==> config.mk <==
export PLATFORM = sky130hd
export DESIGN_NAME = bss_sequencer
export DESIGN_NICKNAME = d
export VERILOG_FILES = /design/src/rtl/bss_pkg.sv /design/src/rtl/bss_sequencer.sv
export VERILOG_INCLUDE_DIRS = /design/src /design/src/rtl
export SDC_FILE = /design/constraint.sdc
export NUM_CORES = 1
export LEC_CHECK = 0
export BUFFER_PORTS_ARGS = -buffer_cell sky130_fd_sc_hd__buf_2
export CORE_ASPECT_RATIO = 0.6
export CORE_MARGIN = 2
export CORE_UTILIZATION = 29
export CTS_BUF_LIST = sky130_fd_sc_hd__clkbuf_4 sky130_fd_sc_hd__clkbuf_8 sky130_fd_sc_hd__clkbuf_16
export DETAILED_ROUTE_END_ITERATION = 8
export MAX_ROUTING_LAYER = met4
export PLACE_DENSITY = 0.45
export SLEW_MARGIN = 20
export SYNTH_ARGS = -nofsm -noshare
export SYNTH_HDL_FRONTEND = slang
export SYNTH_SLANG_ARGS = --single-unit
==> constraint.sdc <==
create_clock -name core_clk -period 6.9 [get_ports core_clk]
set_clock_uncertainty 0.15 [all_clocks]
set_input_delay 1.38 -clock core_clk [delete_from_list [all_inputs] [get_ports core_clk]]
set_output_delay 1.38 -clock core_clk [all_outputs]
set_load 0.05 [all_outputs]
==> src/rtl/bss_map.svh <==
// constants of the buck switching sequencer: timing counts and mode encodings
`ifndef BSS_MAP_SVH
`define BSS_MAP_SVH
`define BSS_CLK_MHZ          125
`define BSS_TOFF_MIN_NS      310
`define BSS_TOFF_MIN_CYC     ((`BSS_TOFF_MIN_NS * `BSS_CLK_MHZ) / 1000)
`define BSS_SS_INT_NS        1045000
`define BSS_SS_INT_CYC       ((`BSS_SS_INT_NS / 1000) * `BSS_CLK_MHZ)
`define BSS_MODE_WAIT_US     400
`define BSS_MODE_WAIT_CYC    (`BSS_MODE_WAIT_US * `BSS_CLK_MHZ)
`define BSS_MODE_FIN_US      55
`define BSS_MODE_FIN_CYC     (`BSS_MODE_FIN_US * `BSS_CLK_MHZ)
`define BSS_TON_400K_CYC     16'h0064
`define BSS_TON_800K_CYC     16'h0032
`define BSS_TON_1200K_CYC    16'h0021
`define BSS_PER_400K_CYC     16'h0138
`define BSS_PER_800K_CYC     16'h009C
`define BSS_PER_1200K_CYC    16'h0068
`define BSS_FLL_SPAN         16'h0010
`define BSS_MODE_MIN         4'h1
`define BSS_MODE_MAX         4'hC
`define BSS_DEAD_CYC         2'h1
`endif

==> src/rtl/bss_pkg.sv <==
// types of the buck switching sequencer
package bss_pkg;
  typedef enum logic [1:0] {
    BSS_F400  = 2'b00,
    BSS_F800  = 2'b01,
    BSS_F1200 = 2'b10
  } bss_freq_t;
  typedef struct packed {
    logic      discontinuous_conduction;
    logic      current_limit_high;
    bss_freq_t freq;
  } bss_mode_t;
  typedef struct packed {
    logic feedback_below_ref;
    logic valley_over_limit;
    logic zero_cross;
    logic ss_above_feedback;
    logic ss_ext_done;
  } bss_cmp_t;
  typedef enum logic [2:0] {
    BSS_OFF     = 3'b000,
    BSS_MODE_RD = 3'b001,
    BSS_PREBIAS = 3'b010,
    BSS_RUN     = 3'b011
  } bss_seq_t;
  typedef enum logic [2:0] {
    BSS_IDLE  = 3'b000,
    BSS_DEAD1 = 3'b001,
    BSS_HS    = 3'b010,
    BSS_DEAD2 = 3'b011,
    BSS_LS    = 3'b100,
    BSS_ZOFF  = 3'b101
  } bss_sw_t;
endpackage

==> src/rtl/bss_sequencer.sv <==
// control and sequencing logic of a synchronous step-down converter
`include "bss_map.svh"
module bss_sequencer #(
  parameter int unsigned SS_INT_CYC    = `BSS_SS_INT_CYC,
  parameter int unsigned MODE_WAIT_CYC = `BSS_MODE_WAIT_CYC,
  parameter int unsigned MODE_FIN_CYC  = `BSS_MODE_FIN_CYC
) (
  input  wire logic             core_clk,
  input  wire logic             rst_n,
  input  wire logic             input_supply_ok,
  input  wire logic             supply_lockout,
  input  wire logic             enable_level,
  input  wire logic             enable_driven,
  input  wire logic             thermal_shutdown,
  input  wire bss_pkg::bss_cmp_t cmp,
  input  wire logic [3:0]       mode_index,
  input  wire logic             mode_valid,
  output logic                  high_side_switch,
  output logic                  low_side_switch,
  output logic                  ss_discharge,
  output logic                  ss_done,
  output logic                  mode_latched,
  output bss_pkg::bss_mode_t    mode_setting,
  output logic [15:0]           on_count
);
  localparam int unsigned TOFF_CYC = (`BSS_TOFF_MIN_CYC < 1) ? 1 : `BSS_TOFF_MIN_CYC;

  // ****************************************
  // input synchronisers
  // ****************************************
  localparam int NSYNC = 13;
  logic [NSYNC-1:0] raw_w;
  logic [NSYNC-1:0] s1_q;
  logic [NSYNC-1:0] s2_q;
  assign raw_w = {input_supply_ok, supply_lockout, enable_level, enable_driven, thermal_shutdown,
                  cmp, mode_valid, mode_index[3:2]};
  always_ff @(posedge core_clk or negedge rst_n) begin
    if (!rst_n) begin
      s1_q <= '0;
      s2_q <= '0;
    end else begin
      s1_q <= raw_w;
      s2_q <= s1_q;
    end
  end
  logic [1:0] midx_lo_s1_q;
  logic [1:0] midx_lo_s2_q;
  always_ff @(posedge core_clk or negedge rst_n) begin
    if (!rst_n) begin
      midx_lo_s1_q <= 2'h0;
      midx_lo_s2_q <= 2'h0;
    end else begin
      midx_lo_s1_q <= mode_index[1:0];
      midx_lo_s2_q <= midx_lo_s1_q;
    end
  end

  wire sup_ok     = s2_q[12];
  wire lockout    = s2_q[11];
  wire en_lvl     = s2_q[10];
  wire en_drv     = s2_q[9];
  wire otp        = s2_q[8];
  wire fdbk_low   = s2_q[7];
  wire i_over     = s2_q[6];
  wire zc         = s2_q[5];
  wire ss_gt_fdbk = s2_q[4];
  wire ss_ext   = s2_q[3];
  wire m_valid  = s2_q[2];
  wire [3:0] midx = {s2_q[1:0], midx_lo_s2_q};

  wire en_on = en_lvl | ~en_drv;
  wire bias_ok = sup_ok & ~lockout;
  wire run_ok  = bias_ok & en_on & ~otp;

  // ****************************************
  // mode read and latch
  // ****************************************
  logic [31:0] mrd_cnt_q;
  logic        mrd_first_q;
  logic        mode_latched_q;
  bss_pkg::bss_mode_t mode_q;
  wire        midx_ok = (midx >= `BSS_MODE_MIN) && (midx <= `BSS_MODE_MAX);
  wire [3:0]  midx_m1 = midx - 4'h1;
  bss_pkg::bss_mode_t mode_dec_w;
  assign mode_dec_w = {(midx > 4'h6), ~midx[0],
                       (midx_m1 % 4'h6 < 4'h2) ? bss_pkg::BSS_F400 :
                       (midx_m1 % 4'h6 < 4'h4) ? bss_pkg::BSS_F800 : bss_pkg::BSS_F1200};
  wire mrd_first_hit = (mrd_cnt_q == MODE_WAIT_CYC);
  wire mrd_last_hit  = (mrd_cnt_q == MODE_WAIT_CYC + MODE_FIN_CYC);

  // cleared only by rst_n, the power cycle
  always_ff @(posedge core_clk or negedge rst_n) begin
    if (!rst_n) begin
      mrd_cnt_q      <= 32'h0;
      mrd_first_q    <= 1'b0;
      mode_latched_q <= 1'b0;
      mode_q         <= '0;
    end else if (!mode_latched_q) begin
      if (!bias_ok) begin
        mrd_cnt_q   <= 32'h0;
        mrd_first_q <= 1'b0;
      end else begin
        mrd_cnt_q <= mrd_cnt_q + 32'h1;
        if (mrd_first_hit && m_valid && midx_ok) begin
          mrd_first_q <= 1'b1;
          mode_q      <= mode_dec_w;
        end
        if (mrd_last_hit && mrd_first_q && m_valid && midx_ok) begin
          mode_q         <= mode_dec_w;
          mode_latched_q <= 1'b1;
        end else if (mrd_last_hit) begin
          mrd_cnt_q <= 32'(MODE_WAIT_CYC + MODE_FIN_CYC);
        end
      end
    end
  end

  // ****************************************
  // startup sequence and soft-start
  // ****************************************
  bss_pkg::bss_seq_t seq_q;
  logic [31:0] ss_cnt_q;
  wire ss_int_done = (ss_cnt_q >= SS_INT_CYC);
  wire ss_done_w   = ss_int_done & ss_ext;
  always_ff @(posedge core_clk or negedge rst_n) begin
    if (!rst_n) begin
      seq_q    <= bss_pkg::BSS_OFF;
      ss_cnt_q <= 32'h0;
    end else if (!run_ok) begin
      seq_q    <= bss_pkg::BSS_OFF;
      ss_cnt_q <= 32'h0;
    end else begin
      case (seq_q)
        bss_pkg::BSS_OFF:     seq_q <= bss_pkg::BSS_MODE_RD;
        bss_pkg::BSS_MODE_RD: if (mode_latched_q) seq_q <= bss_pkg::BSS_PREBIAS;
        // hold off until ramp above feedback
        bss_pkg::BSS_PREBIAS: begin
          if (!ss_int_done) ss_cnt_q <= ss_cnt_q + 32'h1;
          if (ss_gt_fdbk) seq_q <= bss_pkg::BSS_RUN;
        end
        bss_pkg::BSS_RUN:     if (!ss_int_done) ss_cnt_q <= ss_cnt_q + 32'h1;
        default:              seq_q <= bss_pkg::BSS_OFF;
      endcase
    end
  end
  wire sw_enable = run_ok && (seq_q == bss_pkg::BSS_RUN);

  // ****************************************
  // on-time and frequency-locked loop
  // ****************************************
  // nominal on count and period
  wire [15:0] ton_nom = (mode_q.freq == bss_pkg::BSS_F400) ? `BSS_TON_400K_CYC :
                        (mode_q.freq == bss_pkg::BSS_F800) ? `BSS_TON_800K_CYC : `BSS_TON_1200K_CYC;
  wire [15:0] per_nom = (mode_q.freq == bss_pkg::BSS_F400) ? `BSS_PER_400K_CYC :
                        (mode_q.freq == bss_pkg::BSS_F800) ? `BSS_PER_800K_CYC : `BSS_PER_1200K_CYC;
  logic [15:0] ton_q;
  logic [15:0] per_cnt_q;
  logic [15:0] tmr_q;
  bss_pkg::bss_sw_t sw_q;
  wire cycle_start = (sw_q == bss_pkg::BSS_DEAD2);
  // one step per switching cycle only
  always_ff @(posedge core_clk or negedge rst_n) begin
    if (!rst_n) begin
      ton_q     <= `BSS_TON_400K_CYC;
      per_cnt_q <= 16'h0;
    end else if (!mode_latched_q) begin
      ton_q     <= ton_nom;
      per_cnt_q <= 16'h0;
    end else if (cycle_start) begin
      per_cnt_q <= 16'h0;
      if (per_cnt_q < per_nom && ton_q < ton_nom + `BSS_FLL_SPAN)
        ton_q <= ton_q + 16'h1;
      else if (per_cnt_q > per_nom && ton_q > ton_nom - `BSS_FLL_SPAN)
        ton_q <= ton_q - 16'h1;
    end else if (per_cnt_q != 16'hFFFF) begin
      per_cnt_q <= per_cnt_q + 16'h1;
    end
  end

  // ****************************************
  // switch state machine
  // ****************************************
  // on-interval trigger
  wire trig_ok = fdbk_low && !i_over && (tmr_q == 16'h0);
  bss_pkg::bss_sw_t sw_d;
  logic [15:0]      tmr_d;
  always_comb begin
    sw_d  = sw_q;
    tmr_d = (tmr_q != 16'h0) ? tmr_q - 16'h1 : 16'h0;
    if (!sw_enable) begin
      sw_d  = bss_pkg::BSS_IDLE;
      tmr_d = 16'h0;
    end else begin
      case (sw_q)
        bss_pkg::BSS_IDLE:  if (fdbk_low && !i_over) begin
          sw_d  = bss_pkg::BSS_DEAD1;
          tmr_d = 16'h0;
        end
        bss_pkg::BSS_DEAD1: begin
          sw_d  = bss_pkg::BSS_HS;
          tmr_d = ton_q - 16'h1;
        end
        bss_pkg::BSS_HS:    if (tmr_q == 16'h0) begin
          sw_d = bss_pkg::BSS_DEAD2;
        end
        bss_pkg::BSS_DEAD2: begin
          sw_d  = bss_pkg::BSS_LS;
          tmr_d = 16'(TOFF_CYC - 1);
        end
        bss_pkg::BSS_LS: begin
          if (mode_q.discontinuous_conduction && zc && !i_over && tmr_q == 16'h0)
            sw_d = bss_pkg::BSS_ZOFF;
          else if (trig_ok)
            sw_d = bss_pkg::BSS_DEAD1;
        end
        bss_pkg::BSS_ZOFF:  if (fdbk_low && !i_over) sw_d = bss_pkg::BSS_DEAD1;
        default:            sw_d = bss_pkg::BSS_IDLE;
      endcase
    end
  end
  always_ff @(posedge core_clk or negedge rst_n) begin
    if (!rst_n) begin
      sw_q  <= bss_pkg::BSS_IDLE;
      tmr_q <= 16'h0;
    end else begin
      sw_q  <= sw_d;
      tmr_q <= tmr_d;
    end
  end

  // ****************************************
  // outputs
  // ****************************************
  logic hs_q;
  logic ls_q;
  logic [15:0] hs_len_q;
  always_ff @(posedge core_clk or negedge rst_n) begin
    if (!rst_n) begin
      hs_q     <= 1'b0;
      ls_q     <= 1'b0;
      hs_len_q <= 16'h0;
    end else begin
      hs_q     <= (sw_d == bss_pkg::BSS_HS);
      ls_q     <= (sw_d == bss_pkg::BSS_LS);
      hs_len_q <= hs_q ? hs_len_q + 16'h1 : 16'h0;
    end
  end
  assign high_side_switch = hs_q;
  assign low_side_switch  = ls_q;
  assign ss_discharge     = (seq_q == bss_pkg::BSS_OFF);
  assign ss_done          = sw_enable & ss_done_w;
  assign mode_latched     = mode_latched_q;
  assign mode_setting     = mode_q;
  assign on_count         = ton_q;
endmodule // bss_sequencer

* Yosys cells after proc, flatten, opt, wreduce, memory -nomap -nowiden *
Cells that the tools add are included.

word-level totals
  logic and storage cells = 140
  output and inout port bits = 25
  input port bits = 17
  flip-flop bits (word level) = 156

operators by class
  add/subtract/negate cells = 9
  bitwise gates (word level) = 11
  mux-type cells = 40
  magnitude comparators = 10
  eq/ne operators = 23
  div/mod/pow operators = 1
  reductions and logical operators = 28

operator list
  operator                                                                                count
  32-bit 2-to-1 mux                                                                       6
  16-bit 2-to-1 mux                                                                       10
  32-bit by 1-bit adder with 32-bit output (second input constant)                        2
  32-bit by 16-bit equality test with 1-bit output (second input constant)                2
  16-bit one-hot mux with 3 select lines                                                  1
  16-bit by 1-bit adder with 16-bit output (second input constant)                        2
  32-bit by 17-bit greater-or-equal comparator with 1-bit output (second input constant)  1
  16-bit by 1-bit subtractor with 16-bit output (second input constant)                   2
  3-bit 2-to-1 mux                                                                        8
  16-bit greater-than comparator                                                          1
  16-bit by 9-bit greater-than comparator with 1-bit output                               1
  16-bit logical NOT                                                                      1
  16-bit by 8-bit < comparator with 1-bit output                                          1
  16-bit by 9-bit < comparator with 1-bit output                                          1
  16-bit inequality test (second input constant)                                          1
  16-bit nonzero test                                                                     1
  3-bit by 2-bit equality test with 1-bit output (second input constant)                  5
  3-bit one-hot mux with 5 select lines                                                   1
  1-bit logical AND                                                                       14
  3-bit one-hot mux with 4 select lines                                                   1
  3-bit equality test (second input constant)                                             3
  9-bit 2-to-1 mux                                                                        1
  7-bit by 5-bit adder with 8-bit output (second input constant)                          1
  4-bit 2-to-1 mux                                                                        2
  other kinds (29)                                                                        53

* Depth between registers and ports, before layout *
  depth in word-level cells = 10
  depth in mapped cells = 13
  mapped depth without buffers = 11

* Least setup slack after synthesis *
Ideal clock, no wire load.

  path kind = reg-to-output
  start = reg ss_cnt_q[0]
  end = out ss_done
  required time = 5.370 ns
  path slack = 3.562 ns
  buffers on the path = 0
  data arrival time = 1.808 ns
  stages on the path, launching flop included = 6
  cell sequence = dfrtp_1 > ha_1 > or4b_1 > o31ai_1 > a211oi_1 > o2111a_1

between the ends
  word-level cells in the longest chain between the ends = 3

RTL lines
  what                                                            RTL line              text
  start, declared                                                 bss_sequencer.sv:122  logic [31:0] ss_cnt_q;
  start signal, assigned                                          bss_sequencer.sv:138  if (!ss_int_done) ss_cnt_q <= ss_cnt_q + 32'h1;
  start signal, assigned                                          bss_sequencer.sv:141  bss_pkg::BSS_RUN: if (!ss_int_done) ss_cnt_q <= ss_cnt_q + 32'h1;
  32-bit by 17-bit greater-or-equal comparator with 1-bit output  bss_sequencer.sv:123  wire ss_int_done = (ss_cnt_q >= SS_INT_CYC);
  1-bit AND                                                       bss_sequencer.sv:124  wire ss_done_w = ss_int_done & ss_ext;
  1-bit AND                                                       bss_sequencer.sv:251  assign ss_done = sw_enable & ss_done_w;
  end, declared                                                   bss_sequencer.sv:21   output logic ss_done,

No other way between the ends.

* Final worst setup path *
Ends and elaborated chain as after synthesis.

==> metrics.txt <==
status finished clean; Tightest Pin Transition 0.999 ns; Setup Fix Bufs, Post-CTS 0; Post-CTS Hold Fix Bufs 0; Arr. time, crit path 2.47 ns; area leader, netlist dfrtp_1; PortBufs 41; share of the synthesized area in the top cell type 46.5%; Relative slew margins around a third; cells after synthesis 863; WL per Instance 16.4 um; metal2 WL 8060 um; area of the die 29,600 sq um; number of synthesis warnings 0; Post-Synth Simple-Gate Area approximately a quarter; placed inst area 8730 sq um; Worst IR Drop VDD between 0.0001 and 0.00015 V; syn_nets approximately 910; multi-input logic area slightly above 4000 sq um; Starting Density roughly 30%; Clock Latency Late Sink approximately 0.44 ns; DRT antenna net count 0; LEAKAGE 4.13 nW; Final Hold Vio Count 0; Final period util 58.0%; post-layout instance area 9360 sq um; crit-path cells ha_1 -> or4b_1 -> o31ai_1 -> a211oi_1 -> o2111a_1 -> buf_2; final cell count without fillers roughly 1,300; Reg area 3880 sq um; max cap viols 0; antenna violations before repair 0; Crit Reg-Reg Endpoint on_count[2]; R2R cell count 11; hpwl dp between 10,000 and 15,000 um; first-pass GRT wire length 34,100 um; number of global-route vias before repair 6,152; Slew Limit Fails 0; largest net degree at the start of global routing 97; total number of vias 6,332; n_diodes 0; Die Y 134 um; Final GP Congestion roughly 0.8; fillcell total 2,843; Layout area overhead 14.5%; Sinks on Clock Net 155; slowest stage cell, crit path or4b_1; multiplexer share of the synthesized area between 1.5 and 2%; worst setup slack after layout between 2 and 3 ns; Synth Flop Type dfrtp_1; Synth cell types 68; most common cell after layout, fill and taps aside dfrtp_1; XOR/XNOR Fraction of Synth Area under 10%; Via density between 4 and 5; GR Overflow Total 0; setup TNS 0 ns; Netlist Area Pre-Place 8170 sq um; Post-Place Worst Slack 3.12 ns; flop2flop setup slack roughly 3.1 ns; crit path capture type primary output; All-Layer GR Usage 15.4%; TritonCTS buffer count 17; Critical Path Start ss_cnt_q[0]; H-tree lvl count 4; WL met1 11,700 um; met3 WL 923 um; reg2reg start mode_setting[1]; # rows 47; CTS tree built; clock transition at the registers of the reported paths around 0.070 ns; Core Area 27,600 sq um; largest family of logic cells by synthesized area simple AND/OR/NAND/NOR gates; nets@finish 942; RSZ-0062 raised after global routing no; # resized after CTS 0; end of the critical path ss_done; crit-path max FO 5; highest routed layer met4; total iterations of the first detailed-routing run 5; Compound-Gate Fraction of Synth Area 12.8%; Max Root-Sink Buffers 2; Worst setup SP type flop; minimum clock period 4.00 ns; max incr delay on CP 0.47 ns; Pwr Density 213 nW/um^2; ys async rst share 100%; synthesized flop and latch total 155; WS Path Type reg -> out; fmax 250 MHz; Mean Syn Cell Area 9.47 sq um; layout cell share with drive strength beyond 1 10.8%; dominant cells by area after synthesis dfrtp_1, ha_1, nor2_1, o21ai_0, xor2_1; # IOs 42; DRT Wirelength 20,800 um; DRC 0; Post-synth EDFFs 0; Synth Area in Adders about 4.9%; Required @ worst endpoint 5.37 ns; placed insts 1,241; worst hold slack 0.199 ns; commonest cells after routing, fill and taps aside dfrtp_1, nor2_1, nand2_1; initial DRC count 385; HP Class reg -> reg; Seq/Total Area, Yosys 47.5%; Setup Viol. Count Final 0; Root Driver clkbuf_16; Die W 221 um
report_power, final:
part | switching, mW | internal, mW
sequential | 0.00539 | 0.918
clock | 0.419 | 0.594
combinational | 0.0384 | 0.0137
cell usage after synthesis, types with 3 or more instances:
master	instances
a211oi_1	3
ha_1	32
nand2b_1	8
or2_2	4
dfrtp_1	152
a41oi_1	3
o21ai_0	63
nor2b_1	8
o31ai_1	4
or4_1	8
a21oi_1	43
and3_1	26
nor4_1	17
nor3_1	18
and2_1	25
inv_1	25
nand3_1	36
mux2i_1	11
nor2_1	88
xor2_1	34
and4_1	5
nand2_1	78
a31oi_1	11
a22oi_1	11
o211ai_1	4
and4b_1	4
or3_1	13
nand4_1	15
nand3b_1	3
xnor2_1	27
mux2_2	3
dfstp_2	3
clkbuf_1	31
registers in the layout, summed over array words and instances (netlist names), 4 cells and up:
register	flops
per_cnt_q	16
on_count	16
s2_q	13
mode_setting	4
ss_cnt_q	32
mrd_cnt_q	32
tmr_q	16
s1_q	13
worst max-delay path: cells and delay by family (launching register included):
| kind | cells | cell delay [ns] |
|---|---|---|
| compound gates | 3 | 0.70 |
| simple gates | 1 | 0.47 |
| flops | 1 | 0.43 |
| fa+ha+maj | 1 | 0.21 |
| buf+inv | 1 | 0.21 |
per-stage QoR:
| step | power, mW | utilization [%] |
|---|---|---|
| after detailed placement | 0.996 | 31.6 |
| after global routing | 2.07 | 33.9 |
| final | 1.99 | 33.9 |
| after floorplan | 0.961 | - |
| after global placement | 0.996 | 31.6 |
| after CTS | 2.03 | 33.8 |
logic make-up after synthesis:
family / Yosys count
adder cells (fa/ha/maj): 32
AO/OA/AOI/OAI: 170
AND/OR/NAND/NOR: 369
multiplexers: 14
flip-flops: 155
XOR/XNOR: 61
other: 1
buffers and inverters: 61
how the worst min path moves through the flow:
stage	from	to	cells past startpoint
final	s1_q[2]	s2_q[2]	0
after global routing	s1_q[11]	s2_q[11]	0
after CTS	s1_q[11]	s2_q[11]	0
after detailed placement	s1_q[11]	s2_q[11]	0
after global placement	s1_q[1]	s2_q[1]	0
after floorplan	midx_lo_s1_q[0]	midx_lo_s2_q[0]	0
final cells by class:
class	instances	share of cell area (%)
clock buffers	19	4.77
clock inverters	13	1.94
well taps	367	4.91
multi-input cells	647	43.1
inverters	25	1.00
flip-flops and latches	155	41.5
repair buffers	47	2.74
per-layer routing:
| layer | vias up | track usage [%] |
|---|---|---|
| li1 | 3129 | - |
| met1 | 3064 | 23.9 |
| met2 | 127 | 19.3 |
| met3 | 12 | 4.04 |
| met4 | 0 | 3.93 |
| met5 | - | - |
Power figures use the tool's default switching activity.
